--- src/amode_pkg.sv ---
package amode_pkg;

    localparam int ADDR_W = 16;
    localparam int DATA_W = 8;

    // 17 addressing modes in 7 families
    localparam int MODE_COUNT   = 17;
    localparam int FAMILY_COUNT = 7;

    typedef enum logic [4:0] {
        MODE_INHERENT      = 5'h00,
        MODE_IMMEDIATE     = 5'h01,
        MODE_DIR_SHORT     = 5'h02,
        MODE_DIR_LONG      = 5'h03,
        MODE_IDX_NOOFS     = 5'h04,
        MODE_IDX_SHORT     = 5'h05,
        MODE_IDX_LONG      = 5'h06,
        MODE_IND_SHORT     = 5'h07,
        MODE_IND_LONG      = 5'h08,
        MODE_INDIDX_SHORT  = 5'h09,
        MODE_INDIDX_LONG   = 5'h0a,
        MODE_REL_DIRECT    = 5'h0b,
        MODE_REL_INDIRECT  = 5'h0c,
        MODE_BIT_DIRECT    = 5'h0d,
        MODE_BIT_INDIRECT  = 5'h0e,
        MODE_BITREL_DIRECT = 5'h0f,
        MODE_BITREL_IND    = 5'h10
    } amode_type;

    localparam logic [15:0] PAGE_ZERO_BASE = 16'h0000;
    localparam logic [15:0] RESET_ADDR     = 16'h0000;
    localparam logic [15:0] RESET_PC       = 16'h0000;

    typedef struct packed {
        amode_type   mode;
        logic        use_y;
        logic        rmw;
        logic [15:0] pc;
        logic [7:0]  idx_x;
        logic [7:0]  idx_y;
    } decode_req_type;

    typedef struct packed {
        logic [15:0] ea;
        logic [15:0] target;
        logic [7:0]  operand;
        logic        is_imm;
        logic [2:0]  length;
        logic        illegal;
    } decode_rsp_type;

endpackage : amode_pkg

--- src/operand_address_mode_decoder.sv ---
// Overview of operation
// - inherent mode is one opcode byte, no operand bytes fetched
// - immediate mode fetches one byte used directly as operand
// - short direct fetches one address byte, reach 00 to ff
// - long direct fetches two address bytes, full 64 kbyte reach
// - indexed address is unsigned sum of chosen index and offset
// - indexed no offset fetches nothing, address is index value
// - short indexed adds one offset byte, reach 00 to 1fe
// - long indexed adds two-byte offset, full 64 kbyte reach
// - indirect reads a pointer, then uses it as operand address
// - byte after opcode is the pointer location in indirect modes
// - short indirect reads a one-byte pointer, reach 00 to ff
// - long indirect reads a two-byte pointer, full 64 kbyte reach
// - short sub-modes reach page zero, 00 to 1fe when indexed, shorter and faster
// - long sub-modes reach full space, more bytes and cycles
// - read-modify-write instructions accept short sub-modes only
// - seventeen modes grouped in seven families are supported
// - relative adds signed 8-bit offset to program counter
`timescale 1ns/1ps
`default_nettype none

module operand_address_mode_decoder
    import amode_pkg::*;
(
    input  wire logic                     sys_clk_in,
    input  wire logic                     rst_n_in,
    input  wire logic                     start_in,
    input  wire amode_pkg::decode_req_type req_in,
    output logic                          busy_out,
    output logic                          done_out,
    output amode_pkg::decode_rsp_type     rsp_out,
    output logic                          mem_rd_out,
    output logic [15:0]                   mem_addr_out,
    input  wire logic                     mem_ack_in,
    input  wire logic [7:0]               mem_data_in
);
    import amode_pkg::*;

    typedef enum logic [5:0] {
        ST_IDLE  = 6'h01,
        ST_ARG_H = 6'h02,
        ST_ARG_L = 6'h04,
        ST_PTR_H = 6'h08,
        ST_PTR_L = 6'h10,
        ST_DONE  = 6'h20
    } state_type;

    state_type      state_reg;
    state_type      state_next;
    decode_req_type req_reg;
    logic [15:0]    fetch_pc_reg;
    logic [7:0]     arg_hi_reg;
    logic [7:0]     arg_lo_reg;
    logic [7:0]     ptr_hi_reg;
    logic [7:0]     ptr_lo_reg;
    logic [15:0]    ptr_addr_reg;
    logic [2:0]     args_reg;
    decode_rsp_type rsp_reg;
    logic           done_reg;

    // bytes after the opcode for each mode
    function automatic logic [2:0] arg_bytes(input amode_type m);
        unique case (m)
            MODE_INHERENT, MODE_IDX_NOOFS: arg_bytes = 3'h0;
            MODE_IMMEDIATE, MODE_DIR_SHORT, MODE_IDX_SHORT,
            MODE_REL_DIRECT, MODE_BIT_DIRECT: arg_bytes = 3'h1;
            MODE_DIR_LONG, MODE_IDX_LONG, MODE_IND_SHORT, MODE_IND_LONG,
            MODE_INDIDX_SHORT, MODE_INDIDX_LONG, MODE_REL_INDIRECT,
            MODE_BIT_INDIRECT, MODE_BITREL_DIRECT: arg_bytes = 3'h2;
            MODE_BITREL_IND: arg_bytes = 3'h3;
            default: arg_bytes = 3'h0;
        endcase
    endfunction : arg_bytes

    // bytes read from the instruction stream itself (pointer modes: 1)
    function automatic logic [1:0] stream_bytes(input amode_type m);
        unique case (m)
            MODE_DIR_LONG, MODE_IDX_LONG: stream_bytes = 2'h2;
            MODE_INHERENT, MODE_IDX_NOOFS: stream_bytes = 2'h0;
            default: stream_bytes = 2'h1;
        endcase
    endfunction : stream_bytes

    function automatic logic [1:0] ptr_bytes(input amode_type m);
        unique case (m)
            MODE_IND_LONG, MODE_INDIDX_LONG: ptr_bytes = 2'h2;
            MODE_IND_SHORT, MODE_INDIDX_SHORT, MODE_REL_INDIRECT,
            MODE_BIT_INDIRECT, MODE_BITREL_IND: ptr_bytes = 2'h1;
            default: ptr_bytes = 2'h0;
        endcase
    endfunction : ptr_bytes

    function automatic logic is_long(input amode_type m);
        is_long = (m == MODE_DIR_LONG) || (m == MODE_IDX_LONG) ||
                  (m == MODE_IND_LONG) || (m == MODE_INDIDX_LONG);
    endfunction : is_long

    function automatic logic is_indexed(input amode_type m);
        is_indexed = (m == MODE_IDX_NOOFS) || (m == MODE_IDX_SHORT) ||
                     (m == MODE_IDX_LONG) || (m == MODE_INDIDX_SHORT) ||
                     (m == MODE_INDIDX_LONG);
    endfunction : is_indexed

    logic       start_ok;
    logic       illegal_mode;
    logic [7:0] idx_sel;
    logic [15:0] base_val;
    logic [15:0] ptr_val;
    logic [15:0] ea_calc;
    logic [15:0] tgt_calc;

    // rmw on memory only with short sub-modes; refused, flagged illegal
    assign illegal_mode = (req_in.rmw && is_long(req_in.mode)) ||
                          (5'(req_in.mode) >= 5'(MODE_COUNT));
    assign start_ok     = start_in && (state_reg == ST_IDLE);
    assign busy_out     = (state_reg != ST_IDLE);
    assign done_out     = done_reg;
    assign rsp_out      = rsp_reg;
    assign mem_rd_out   = (state_reg == ST_ARG_H) || (state_reg == ST_ARG_L)
                       || (state_reg == ST_PTR_H) || (state_reg == ST_PTR_L);

    always_comb begin
        unique case (state_reg)
            ST_ARG_H, ST_ARG_L: mem_addr_out = fetch_pc_reg;
            ST_PTR_H: mem_addr_out = ptr_addr_reg;
            // a byte pointer sits at the location itself, a word's low half
            // one above it
            ST_PTR_L: mem_addr_out = (ptr_bytes(req_reg.mode) == 2'h2) ?
                                     16'(ptr_addr_reg + 16'h0001) :
                                     ptr_addr_reg;
            default:  mem_addr_out = RESET_ADDR;
        endcase
    end

    // fetch sequencer: stream bytes first, then pointer bytes
    always_comb begin
        state_next = state_reg;
        unique case (state_reg)
            ST_IDLE: begin
                if (start_ok && !illegal_mode) begin
                    unique case (stream_bytes(req_in.mode))
                        2'h2:    state_next = ST_ARG_H;
                        2'h1:    state_next = ST_ARG_L;
                        default: state_next = ST_DONE;
                    endcase
                end else if (start_ok) begin
                    state_next = ST_DONE;
                end
            end
            ST_ARG_H: if (mem_ack_in) state_next = ST_ARG_L;
            ST_ARG_L: begin
                if (mem_ack_in) begin
                    unique case (ptr_bytes(req_reg.mode))
                        2'h2:    state_next = ST_PTR_H;
                        2'h1:    state_next = ST_PTR_L;
                        default: state_next = ST_DONE;
                    endcase
                end
            end
            ST_PTR_H: if (mem_ack_in) state_next = ST_PTR_L;
            ST_PTR_L: if (mem_ack_in) state_next = ST_DONE;
            ST_DONE:  state_next = ST_IDLE;
            default:  state_next = ST_IDLE;
        endcase
    end

    always_ff @(posedge sys_clk_in) begin
        if (!rst_n_in) begin
            state_reg <= ST_IDLE;
        end else begin
            state_reg <= state_next;
        end
    end

    always_ff @(posedge sys_clk_in) begin
        if (!rst_n_in) begin
            req_reg      <= '0;
            fetch_pc_reg <= RESET_PC;
            args_reg     <= 3'h0;
        end else if (start_ok) begin
            req_reg      <= req_in;
            fetch_pc_reg <= 16'(req_in.pc + 16'h0001);
            args_reg     <= arg_bytes(req_in.mode);
        end else if (mem_ack_in && ((state_reg == ST_ARG_H) ||
                                    (state_reg == ST_ARG_L))) begin
            fetch_pc_reg <= 16'(fetch_pc_reg + 16'h0001);
        end
    end

    // operand bytes; short forms leave the high byte zero (page zero)
    always_ff @(posedge sys_clk_in) begin
        if (!rst_n_in) begin
            arg_hi_reg <= 8'h00;
            arg_lo_reg <= 8'h00;
            ptr_hi_reg <= 8'h00;
            ptr_lo_reg <= 8'h00;
        end else if (start_ok) begin
            arg_hi_reg <= 8'h00;
            arg_lo_reg <= 8'h00;
            ptr_hi_reg <= 8'h00;
            ptr_lo_reg <= 8'h00;
        end else if (mem_ack_in) begin
            if (state_reg == ST_ARG_H) arg_hi_reg <= mem_data_in;
            if (state_reg == ST_ARG_L) arg_lo_reg <= mem_data_in;
            if (state_reg == ST_PTR_H) ptr_hi_reg <= mem_data_in;
            if (state_reg == ST_PTR_L) ptr_lo_reg <= mem_data_in;
        end
    end

    // pointer lives in page zero at the address given by the byte after the opcode
    always_ff @(posedge sys_clk_in) begin
        if (!rst_n_in) begin
            ptr_addr_reg <= PAGE_ZERO_BASE;
        end else if (state_reg == ST_ARG_L && mem_ack_in) begin
            ptr_addr_reg <= {PAGE_ZERO_BASE[15:8], mem_data_in};
        end
    end

    assign idx_sel  = req_reg.use_y ? req_reg.idx_y : req_reg.idx_x;
    assign base_val = {arg_hi_reg, arg_lo_reg};
    assign ptr_val  = {ptr_hi_reg, ptr_lo_reg};

    // effective address per mode; 16-bit wrap on long indexed sums
    always_comb begin
        unique case (req_reg.mode)
            MODE_DIR_SHORT, MODE_BIT_DIRECT, MODE_BITREL_DIRECT:
                ea_calc = {8'h00, arg_lo_reg};
            MODE_DIR_LONG:   ea_calc = base_val;
            MODE_IDX_NOOFS:  ea_calc = {8'h00, idx_sel};
            MODE_IDX_SHORT:  ea_calc = 16'({8'h00, arg_lo_reg}) +
                                       16'({8'h00, idx_sel});
            MODE_IDX_LONG:   ea_calc = 16'(base_val +
                                       {8'h00, idx_sel});
            MODE_IND_SHORT, MODE_BIT_INDIRECT, MODE_BITREL_IND:
                ea_calc = ptr_val;
            MODE_IND_LONG:   ea_calc = ptr_val;
            MODE_INDIDX_SHORT, MODE_INDIDX_LONG:
                ea_calc = 16'(ptr_val + {8'h00, idx_sel});
            default:         ea_calc = RESET_ADDR;
        endcase
    end

    // branch target: signed 8-bit offset on the address after the last stream byte fetched
    always_comb begin
        tgt_calc = RESET_PC;
        if (req_reg.mode == MODE_REL_DIRECT) begin
            tgt_calc = 16'(fetch_pc_reg +
                           {{8{arg_lo_reg[7]}}, arg_lo_reg});
        end else if (req_reg.mode == MODE_REL_INDIRECT) begin
            tgt_calc = 16'(fetch_pc_reg +
                           {{8{ptr_lo_reg[7]}}, ptr_lo_reg});
        end
    end

    always_ff @(posedge sys_clk_in) begin
        if (!rst_n_in) begin
            rsp_reg  <= '0;
            done_reg <= 1'b0;
        end else begin
            done_reg <= (state_reg == ST_DONE);
            if (state_reg == ST_DONE) begin
                rsp_reg.ea      <= ea_calc;
                rsp_reg.target  <= tgt_calc;
                rsp_reg.operand <= arg_lo_reg;
                rsp_reg.is_imm  <= (req_reg.mode == MODE_IMMEDIATE);
                rsp_reg.length  <= 3'(args_reg + 3'h1);
                rsp_reg.illegal <= (req_reg.rmw && is_long(req_reg.mode))
                                || (5'(req_reg.mode) >= 5'(MODE_COUNT));
            end
        end
    end

    logic unused_ok;
    assign unused_ok = is_indexed(req_reg.mode);

    property p_inherent_no_fetch;
        @(posedge sys_clk_in) disable iff (!rst_n_in)
        (start_ok && req_in.mode == MODE_INHERENT) |=> ##1 done_out
            && rsp_out.length == 3'h1;
    endproperty
    a_inherent_no_fetch: assert property (p_inherent_no_fetch)
        else $error("inherent length wrong");

    property p_imm_flag;
        @(posedge sys_clk_in) disable iff (!rst_n_in)
        (done_out && rsp_out.is_imm) |-> rsp_out.length == 3'h2;
    endproperty
    a_imm_flag: assert property (p_imm_flag)
        else $error("immediate length wrong");

    property p_short_dir_page0;
        @(posedge sys_clk_in) disable iff (!rst_n_in)
        (state_reg == ST_DONE && req_reg.mode == MODE_DIR_SHORT)
            |=> rsp_out.ea[15:8] == 8'h00;
    endproperty
    a_short_dir_page0: assert property (p_short_dir_page0)
        else $error("short direct left page zero");

    property p_idx_short_range;
        @(posedge sys_clk_in) disable iff (!rst_n_in)
        (state_reg == ST_DONE && req_reg.mode == MODE_IDX_SHORT)
            |=> rsp_out.ea <= 16'h01fe;
    endproperty
    a_idx_short_range: assert property (p_idx_short_range)
        else $error("short indexed out of range");

    property p_ptr_in_page0;
        @(posedge sys_clk_in) disable iff (!rst_n_in)
        (state_reg == ST_PTR_H || state_reg == ST_PTR_L)
            |-> mem_addr_out[15:9] == 7'h00;
    endproperty
    a_ptr_in_page0: assert property (p_ptr_in_page0)
        else $error("pointer not in page zero");

    property p_ptr_before_done;
        @(posedge sys_clk_in) disable iff (!rst_n_in)
        (state_reg == ST_PTR_L && !mem_ack_in) |=> state_reg != ST_DONE;
    endproperty
    a_ptr_before_done: assert property (p_ptr_before_done)
        else $error("operand before pointer fetch");

    property p_rmw_long_illegal;
        @(posedge sys_clk_in) disable iff (!rst_n_in)
        (start_ok && req_in.rmw && is_long(req_in.mode))
            |=> ##1 done_out && rsp_out.illegal;
    endproperty
    a_rmw_long_illegal: assert property (p_rmw_long_illegal)
        else $error("rmw long mode not refused");

    property p_long_hi_first;
        @(posedge sys_clk_in) disable iff (!rst_n_in)
        (state_reg == ST_ARG_H && mem_ack_in)
            |=> arg_hi_reg == $past(mem_data_in) && state_reg == ST_ARG_L;
    endproperty
    a_long_hi_first: assert property (p_long_hi_first)
        else $error("high byte not first");

    c_long_indirect: cover property (@(posedge sys_clk_in)
        state_reg == ST_PTR_H ##[1:20] done_out);
    c_idx_long: cover property (@(posedge sys_clk_in)
        done_out && req_reg.mode == MODE_IDX_LONG);
    c_rel: cover property (@(posedge sys_clk_in)
        done_out && req_reg.mode == MODE_REL_DIRECT);

endmodule : operand_address_mode_decoder

`default_nettype wire

--- config.mk ---
export PLATFORM = sky130hd
export DESIGN_NAME = operand_address_mode_decoder
export DESIGN_NICKNAME = d
export VERILOG_FILES = /design/src/amode_pkg.sv /design/src/operand_address_mode_decoder.sv
export SDC_FILE = /design/constraint.sdc
export NUM_CORES = 1
export LEC_CHECK = 0
export CAP_MARGIN = 20
export CORE_ASPECT_RATIO = 1.2
export CORE_MARGIN = 1
export CORE_UTILIZATION = 30
export DETAILED_ROUTE_END_ITERATION = 6
export DONT_BUFFER_PORTS = 1
export GPL_ROUTABILITY_DRIVEN = 0
export PLACE_DENSITY = 0.44
export SETUP_SLACK_MARGIN = 0.15
export SYNTH_ARGS = -nofsm -noshare
export SYNTH_HDL_FRONTEND = slang
export SYNTH_SLANG_ARGS = --single-unit
--- constraint.sdc ---
create_clock -name sys_clk_in -period 3.34 [get_ports sys_clk_in]
set_input_delay 1.002 -clock sys_clk_in [delete_from_list [all_inputs] [get_ports sys_clk_in]]
set_output_delay 1.002 -clock sys_clk_in [all_outputs]
set_load 0.01 [all_outputs]
==> results of run 1 <==
where the power goes:
part / leakage [uW] / internal [uW] / switching, uW
Combinational: 0.00285 / 451 / 777
Sequential: 0.00108 / 1710 / 196
Clock: 0.000310 / 1320 / 778
Total: 0.00424 / 3480 / 1750
final cells by class:
class,instances,area (um^2)
flip-flops and latches,133,2670
repair buffers,45,359
well taps,396,495
inverters,21,78.8
multi-input cells,976,6400
fillers,3238,19900
clock inverters,13,208
clock buffers,18,429
cells in the final DEF, fill, tap and decap left out, types with 21 or more instances in the layout:
cell and n:
mux2i_1 30, nand2_1 182, ha_1 57, buf_4 41, xnor2_1 25, xor2_1 27
nor2_1 75, a21oi_1 126, dfxtp_1 127, nand3_1 42, o21ai_0 66, nor3_1 24
and3_1 21
worst register-to-register path: stages (launching register included):
cell	delay [ps]
dfxtp_2	350
buf_4	160
nor3b_4	250
nand2_4	130
mux2_2	310
ha_1	300
a21oi_1	200
nand2_1	120
a21oi_1	160
nor2b_1	60
o311ai_0	500
buf_4	210
a31oi_1	70
cells by family (layout without fill, tap and decap cells):
kind of cell	count (synthesis)	count (layout)
xor+xnor	54	54
simple gates	452	452
flops	133	133
compound gates	359	359
mux	49	49
fa+ha+maj	62	62
buf+inv	94	97
metal layers:
metal	global-route usage, %	routed length, um	up-vias
li1	-	-	4409
met1	27.1	14900	4390
met2	38.6	17100	237
met3	3.55	1570	44
met4	8.86	1070	0
met5	0	0	-
timing repair:
item	4_1_cts	5_1_grt
pin swaps	6	7
setup endpoints to repair	10	16
endpoints found under the hold margin	0	0
resized for setup	15	15
setup buffers	5	1
worst max-delay path by stage:
stage | start | endpoint | slack (ps)
2_1_floorplan | req_reg[37] | mem_addr_out[5] | 150
3_3_place_gp | req_reg[35] | mem_addr_out[6] | 140
3_5_place_dp | req_reg[35] | mem_addr_out[6] | 110
4_1_cts | req_reg[36] | mem_addr_out[6] | -220
5_1_grt | req_reg[35] | mem_addr_out[6] | -270
6_report | req_reg[35] | mem_addr_out[0] | -200
metrics by stage:
stage / util, % / power, uW / instances
final: 34.8 / 5230 / 1602
after global routing: 34.8 / 5490 / 1602
after global placement: 32.3 / 3140 / 1565
after CTS: 34.6 / 5270 / 1601
after floorplan: - / 2710 / 1203
after detailed placement: 32.3 / 3140 / 1565
synth_stat cells, drive strengths merged (7+ instances only):
master	n	area share [%]
o211ai	8	0.64
inv	21	0.85
nand3	43	2.4
nor3	24	1.3
nand4	20	1.3
clkbuf	59	2.4
or3	9	0.60
nand2	184	7.5
o22ai	7	0.47
nor4	10	0.67
and2	13	0.87
and3	23	1.5
nor2	76	3.1
xnor2	26	2.4
xor2	28	2.7
nand2b	8	0.54
mux2	19	2.3
a21oi	127	6.8
dfxtp	133	29
buf	14	0.83
nor2b	10	0.70
ha	58	7.8
mux2i	30	3.2
a221oi	15	1.4
o21a	8	0.64
a211oi	15	1.2
o21ai	74	4.0
a31oi	20	1.4
a221o	7	0.75
a21o	14	1.1
==> impl_table.tex, run 1 <==
\begin{tabular}{lr}
\hline
Metric & Value \\
\hline
\multicolumn{2}{l}{\textbf{Floorplanning}} \\
Die Span X & about 160 um \\
I/O pin cnt & between 100 and 150 \\
Die span in y & roughly 200 um \\
Floorplan core area & 0.0306 mm\^{}2 \\
Total Die Area & $\sim$0.032 mm\^{}2 \\
Site row count & 70 \\
Starting Density & a little under a third \\
\multicolumn{2}{l}{\textbf{Timing}} \\
Final worst setup slack & -197 ps \\
Portion of the clock cycle consumed by the worst path in the final layout & 106\% \\
Count of final hold-check violations & 0 \\
Actual slew at the worst max-slew pin & 890 ps \\
Setup repair after global routing missed its margin & true \\
Final count of pins violating max slew & 0 \\
Final setup TNS & -1150 ps \\
Shortest clock period the worst path allows after layout & about 3500 ps \\
Max-slew headroom at the worst pin & slightly above 40\% \\
Post-route clock skew & roughly 11 ps \\
Final-layout worst hold slack & between 400 and 500 ps \\
Max Clock Freq & 283 MHz \\
Count of endpoints failing setup in the final report & 8 \\
\multicolumn{2}{l}{\textbf{Global routing}} \\
Initial antenna violation count & 0 \\
Pin count of the biggest net entering global routing & between 50 and 60 \\
Leftover overflow at the end of global routing & 0 \\
Overall routing resource usage & around 22\% \\
Via count of the first global-routing pass & about 9000 \\
First-pass GRT wire length & approximately 54000 um \\
\multicolumn{2}{l}{\textbf{Detailed routing}} \\
DRT antenna net count & 0 \\
Total wire length & $\sim$35000 um \\
Routed wire length per instance & approximately 22 um \\
Number of search-and-repair iterations in the first detailed-routing pass & 5 \\
Number of DRC violations after detailed-routing iteration 0 & $\sim$640 \\
Total via count in the routed design & a little over 9000 \\
Average via count per standard cell & roughly 5.7 \\
Total DRC errors in the routed layout & 0 \\
\multicolumn{2}{l}{\textbf{Clocking}} \\
Buffer cell driving the clock tree root & clkbuf\_16 \\
Clock sink count & between 100 and 150 \\
Clock-pin slew of the registers on the worst-case setup and hold paths & approximately 60 ps \\
Worst-case clock buffer depth & 2 \\
Clock latency of the later-clocked register in the worst-skew pair & about 440 ps \\
Total CTS buffers & 17 \\
CTS hold repair buffers & 0 \\
TritonCTS clock tree & built \\
H-tree levels & 4 \\
\multicolumn{2}{l}{\textbf{Cells and area}} \\
Fraction of layout cells with a size suffix above 1 & 11.8\% \\
Growth of design area from synthesis to finish & 14.1\% \\
Flip-flop count of the largest register, all copies and words added & 45 \\
Antenna Diode Count & 0 \\
Final standard cell area without fillers & 0.0106 mm\^{}2 \\
Post-layout net count & 1307 \\
\multicolumn{2}{l}{\textbf{Setup path}} \\
Worst path cell trace & or3\_4 -> or3b\_4 -> nor2b\_4 -> ha\_4 -> buf\_4 -> xnor2\_2 -> nor2\_1 -> a221o\_1 \\
FF-to-FF Start & req\_reg[37] \\
Data arrival, critical path & approximately 2500 ps \\
Buffers plus inverters on the worst setup path & 1 \\
Number of cells traversed by the worst register-to-register path & 12 \\
Kind of end point of the critical path & output pin \\
Gate family responsible for the most delay along the worst path & simple AND/OR/NAND/NOR gates \\
Instance count on the critical path & 8 \\
Type of the setup path with the least slack & reg2out \\
Reg2Reg Capture Point & rsp\_out[34] \\
Cell with the biggest individual delay on the critical path & or3\_4 \\
Crit path launch type & register \\
Worst Path Required & 2340 ps \\
Critical Path Max Stage Delay & roughly 380 ps \\
Register-to-register setup slack & between 300 and 400 ps \\
Worst-path maximum fanout & 4 \\
\multicolumn{2}{l}{\textbf{Place}} \\
Pre-CTS setup slack & around 110 ps \\
Number of input and output port buffers inserted & 0 \\
Instance area at placement & a little under 0.01 mm\^{}2 \\
Sum of net half-perimeters after detailed placement & around 26000 um \\
\multicolumn{2}{l}{\textbf{Worst hold path}} \\
Hold path endpoint & req\_reg[6] \\
Number of instances on the worst hold path & 2 \\
Min-delay worst type & reg2reg \\
Critical hold path startpoint & req\_reg[6] \\
\multicolumn{2}{l}{\textbf{Flow run}} \\
Max Cap Viol & 0 \\
\multicolumn{2}{l}{\textbf{Yosys}} \\
Synthesized-area fraction occupied by and/or/nand/nor cells & between 20\% and 30\% \\
Post-synthesis instance total & approximately 1200 \\
Share of the synthesized area in compound gates (AO/OA/AOI/OAI) & about 25\% \\
Cell Area, Synth & around 0.0093 mm\^{}2 \\
Most used flip-flop cell after synthesis & dfxtp\_1 \\
Net Count, Synth & between 1000 and 1500 \\
Count of flip-flops with a built-in enable after synthesis & 0 \\
Fraction of registers with async set or reset after synthesis & 0\% \\
Multiplexer fraction of the synthesized cell area & under 10\% \\
Number of distinct standard cells referenced by the synthesized netlist & 83 \\
Number of synthesized register bits & 133 \\
Synth Area per Inst & $\sim$7.7 um\^{}2 \\
Combinational family with the most area after synthesis & compound AO/OA/AOI/OAI gates \\
Post-synthesis adder-cell area fraction & under 10\% \\
Total of warnings raised by yosys & 0 \\
Sequential element share of the synthesized area & 28.6\% \\
Xor and xnor area share after synthesis & around 5\% \\
\multicolumn{2}{l}{\textbf{Power}} \\
Ratio of total power to cell area & roughly 500 mW/mm\^{}2 \\
Worst IR Drop VDD & around 0.26 mV \\
Leakage power figure & roughly 0.0042 uW \\
\multicolumn{2}{l}{\textbf{Status}} \\
Outcome & finished with violations \\
Violated checks & setup timing \\
\hline
\end{tabular}
(Power assumes the default switching activity.)
==> run 2, diff against run 1 <==
CORE_UTILIZATION = 45   (was 30)
PLACE_DENSITY = 0.61   (was 0.44)
SETUP_SLACK_MARGIN = unset   (was 0.15)
==> run 2 against run 1 <==
Effect of this change:
- the run still ends with setup timing left
- setup slack worse by 38 ps
- die area is 33% lower
- critical path depth stayed put
- count of clock-buffer cells in the layout is 1 lower
- global-route usage is 6.9 points higher
- core utilization is 17 points higher
- fmax is 1.1% lower
- combinational power hardly changed
- flip-flop and latch count stayed put
- critical endpoint is now mem_addr_out[5]
- highest routed layer unchanged
==> impl_table.tex, run 2 (synthesis results as in run 1) <==
\begin{tabular}{lr}
\hline
Metric & Value \\
\hline
\multicolumn{2}{l}{\textbf{Cells and area}} \\
Post-layout net count & 1313 \\
Final core occ & slightly above 50\% \\
Antenna Diode Count & 0 \\
Growth of design area from synthesis to finish & 12.5\% \\
Top library cells by usage in the layout, fill and taps aside & nand2\_1, dfxtp\_1, a21oi\_1 \\
Non-filler cells in the finished layout & about 1500 \\
Most frequent standard cell in the layout excluding fill and tap cells & nand2\_1 \\
Final standard cell area without fillers & around 0.010 mm\^{}2 \\
Fill cell instance count of the final layout & slightly above 2000 \\
Flip-flop count of the largest register, all copies and words added & 45 \\
Fraction of layout cells with a size suffix above 1 & roughly an eighth \\
\multicolumn{2}{l}{\textbf{Floorplanning}} \\
Site row count & 57 \\
Starting Density & a little under half \\
Die span in y & roughly 160 um \\
Floorplan core area & 0.0203 mm\^{}2 \\
I/O pin cnt & between 100 and 150 \\
Die Span X & 133 um \\
Total Die Area & around 0.021 mm\^{}2 \\
\multicolumn{2}{l}{\textbf{Clocking}} \\
Total CTS buffers & 17 \\
CTS hold repair buffers & 0 \\
TritonCTS clock tree & built \\
Buffer cell driving the clock tree root & clkbuf\_16 \\
Clock latency of the later-clocked register in the worst-skew pair & roughly 430 ps \\
Worst-case clock buffer depth & 2 \\
Clock-pin slew of the registers on the worst-case setup and hold paths & around 60 ps \\
Clock sink count & 133 \\
H-tree levels & 4 \\
\multicolumn{2}{l}{\textbf{Timing}} \\
Max Clock Freq & roughly 280 MHz \\
Shortest clock period the worst path allows after layout & $\sim$3600 ps \\
Max-slew headroom at the worst pin & roughly 43\% \\
Portion of the clock cycle consumed by the worst path in the final layout & 107\% \\
Post-route clock skew & around 11 ps \\
Final setup TNS & -1360 ps \\
Setup repair after global routing missed its margin & true \\
Count of final hold-check violations & 0 \\
Actual slew at the worst max-slew pin & between 800 and 900 ps \\
Count of endpoints failing setup in the final report & 8 \\
Final count of pins violating max slew & 0 \\
Final worst setup slack & -234 ps \\
\multicolumn{2}{l}{\textbf{Detailed routing}} \\
Total DRC errors in the routed layout & 0 \\
Total wire length & a little over 30000 um \\
Routed met3 length & between 2000 and 2500 um \\
DRT antenna net count & 0 \\
Number of search-and-repair iterations in the first detailed-routing pass & 5 \\
Total via count in the routed design & between 9000 and 10000 \\
DR WL met2 & around 15000 um \\
Average via count per standard cell & $\sim$6.3 \\
Met1 WL & 12600 um \\
Number of DRC violations after detailed-routing iteration 0 & around 680 \\
Uppermost layer routed & met4 \\
Routed wire length per instance & approximately 21 um \\
\multicolumn{2}{l}{\textbf{Power}} \\
Fraction of power consumed by combinational cells & 24.0\% \\
Register share of total power & $\sim$38\% \\
Leakage power figure & 0.00424 uW \\
Worst IR Drop VDD & $\sim$0.37 mV \\
Net switching component of the power & 1760 uW \\
Total power draw & $\sim$5000 uW \\
Ratio of total power to cell area & between 400 and 500 mW/mm\^{}2 \\
Part of the total power dissipated in the clock network & 38.2\% \\
Internal portion of total power & approximately 3300 uW \\
Sw frac & roughly a third \\
\multicolumn{2}{l}{\textbf{Flow run}} \\
Max Cap Viol & 0 \\
\multicolumn{2}{l}{\textbf{Global routing}} \\
First-pass GRT wire length & approximately 48000 um \\
Via count of the first global-routing pass & 8766 \\
Leftover overflow at the end of global routing & 0 \\
Overall routing resource usage & between 20 and 30\% \\
Initial antenna violation count & 0 \\
Pin count of the biggest net entering global routing & between 50 and 60 \\
\multicolumn{2}{l}{\textbf{Setup path}} \\
Kind of end point of the critical path & output pin \\
Worst-path maximum fanout & 4 \\
Data arrival, critical path & between 2000 and 3000 ps \\
Worst Path Required & $\sim$2300 ps \\
Crit path launch type & register \\
Type of the setup path with the least slack & reg2out \\
\multicolumn{2}{l}{\textbf{Status}} \\
Outcome & finished with violations \\
Violated checks & setup timing \\
\multicolumn{2}{l}{\textbf{Place}} \\
Sum of net half-perimeters after detailed placement & approximately 22000 um \\
Number of input and output port buffers inserted & 0 \\
Instance area at placement & approximately 0.0097 mm\^{}2 \\
Total placed cells including tap cells & about 1400 \\
\multicolumn{2}{l}{\textbf{Worst hold path}} \\
Min-delay worst type & reg2reg \\
\hline
\end{tabular}
run 2: final timing paths:
check / start / endpoint / slack (ps) / depth (start not counted)
setup / recovery: req_reg[35] / mem_addr_out[5] / -230 / 8
hold / removal: req_reg[12] / req_reg[12] / 450 / 2
setup reg to reg: req_reg[36] / rsp_out[39] / 190 / 14
hold reg to reg: req_reg[12] / req_reg[12] / 450 / 2
run 2: layout make-up:
| class | instances | area [um^2] | area share (%) |
|---|---|---|---|
| clock buffer | 17 | 425 | 4.06 |
| inverter | 21 | 78.8 | 0.752 |
| multi-input combinational | 978 | 6430 | 61.4 |
| sequential | 133 | 2670 | 25.4 |
| clock inverter | 15 | 170 | 1.62 |
| tap | 265 | 332 | 3.16 |
| timing repair buffer | 49 | 379 | 3.62 |
run 2: worst max-delay path: stages, from the launching register on:
cell and delay [ps]:
dfxtp_2 330, or3_4 390, or3b_4 380, nor2b_4 140, ha_4 180, and4_4 180, and3_4 190, o21ai_2 100
a221o_1 250
run 2: layer usage:
layer,track usage [%],up-vias
li1,-,4430
met1,34.9,4446
met2,48.5,334
met3,6.44,88
met4,15.2,0
met5,0,-
run 2: power by group through the flow:
stage	logic [uW]	registers (uW)	clock network, uW
detailed placement	1140	1930	0
CTS	1170	1900	1950
floorplan	862	1840	0
global placement	1130	1930	0
global route	1340	1920	2020
finish	1210	1910	1930
run 2: metrics by stage:
stage | hold WS, ps | setup slack (ps)
2_1_floorplan | 433 | 49.1
6_report | 453 | -234
4_1_cts | 456 | -199
5_1_grt | 477 | -326
3_3_place_gp | 442 | 137
3_5_place_dp | 446 | 107
run 2: timing repair:
item                       4_1_cts  5_1_grt
pin swaps                        7        7
resized for setup               19       16
buffers inserted                 2        9
setup endpoints to repair        9       10
gates cloned                     2        0
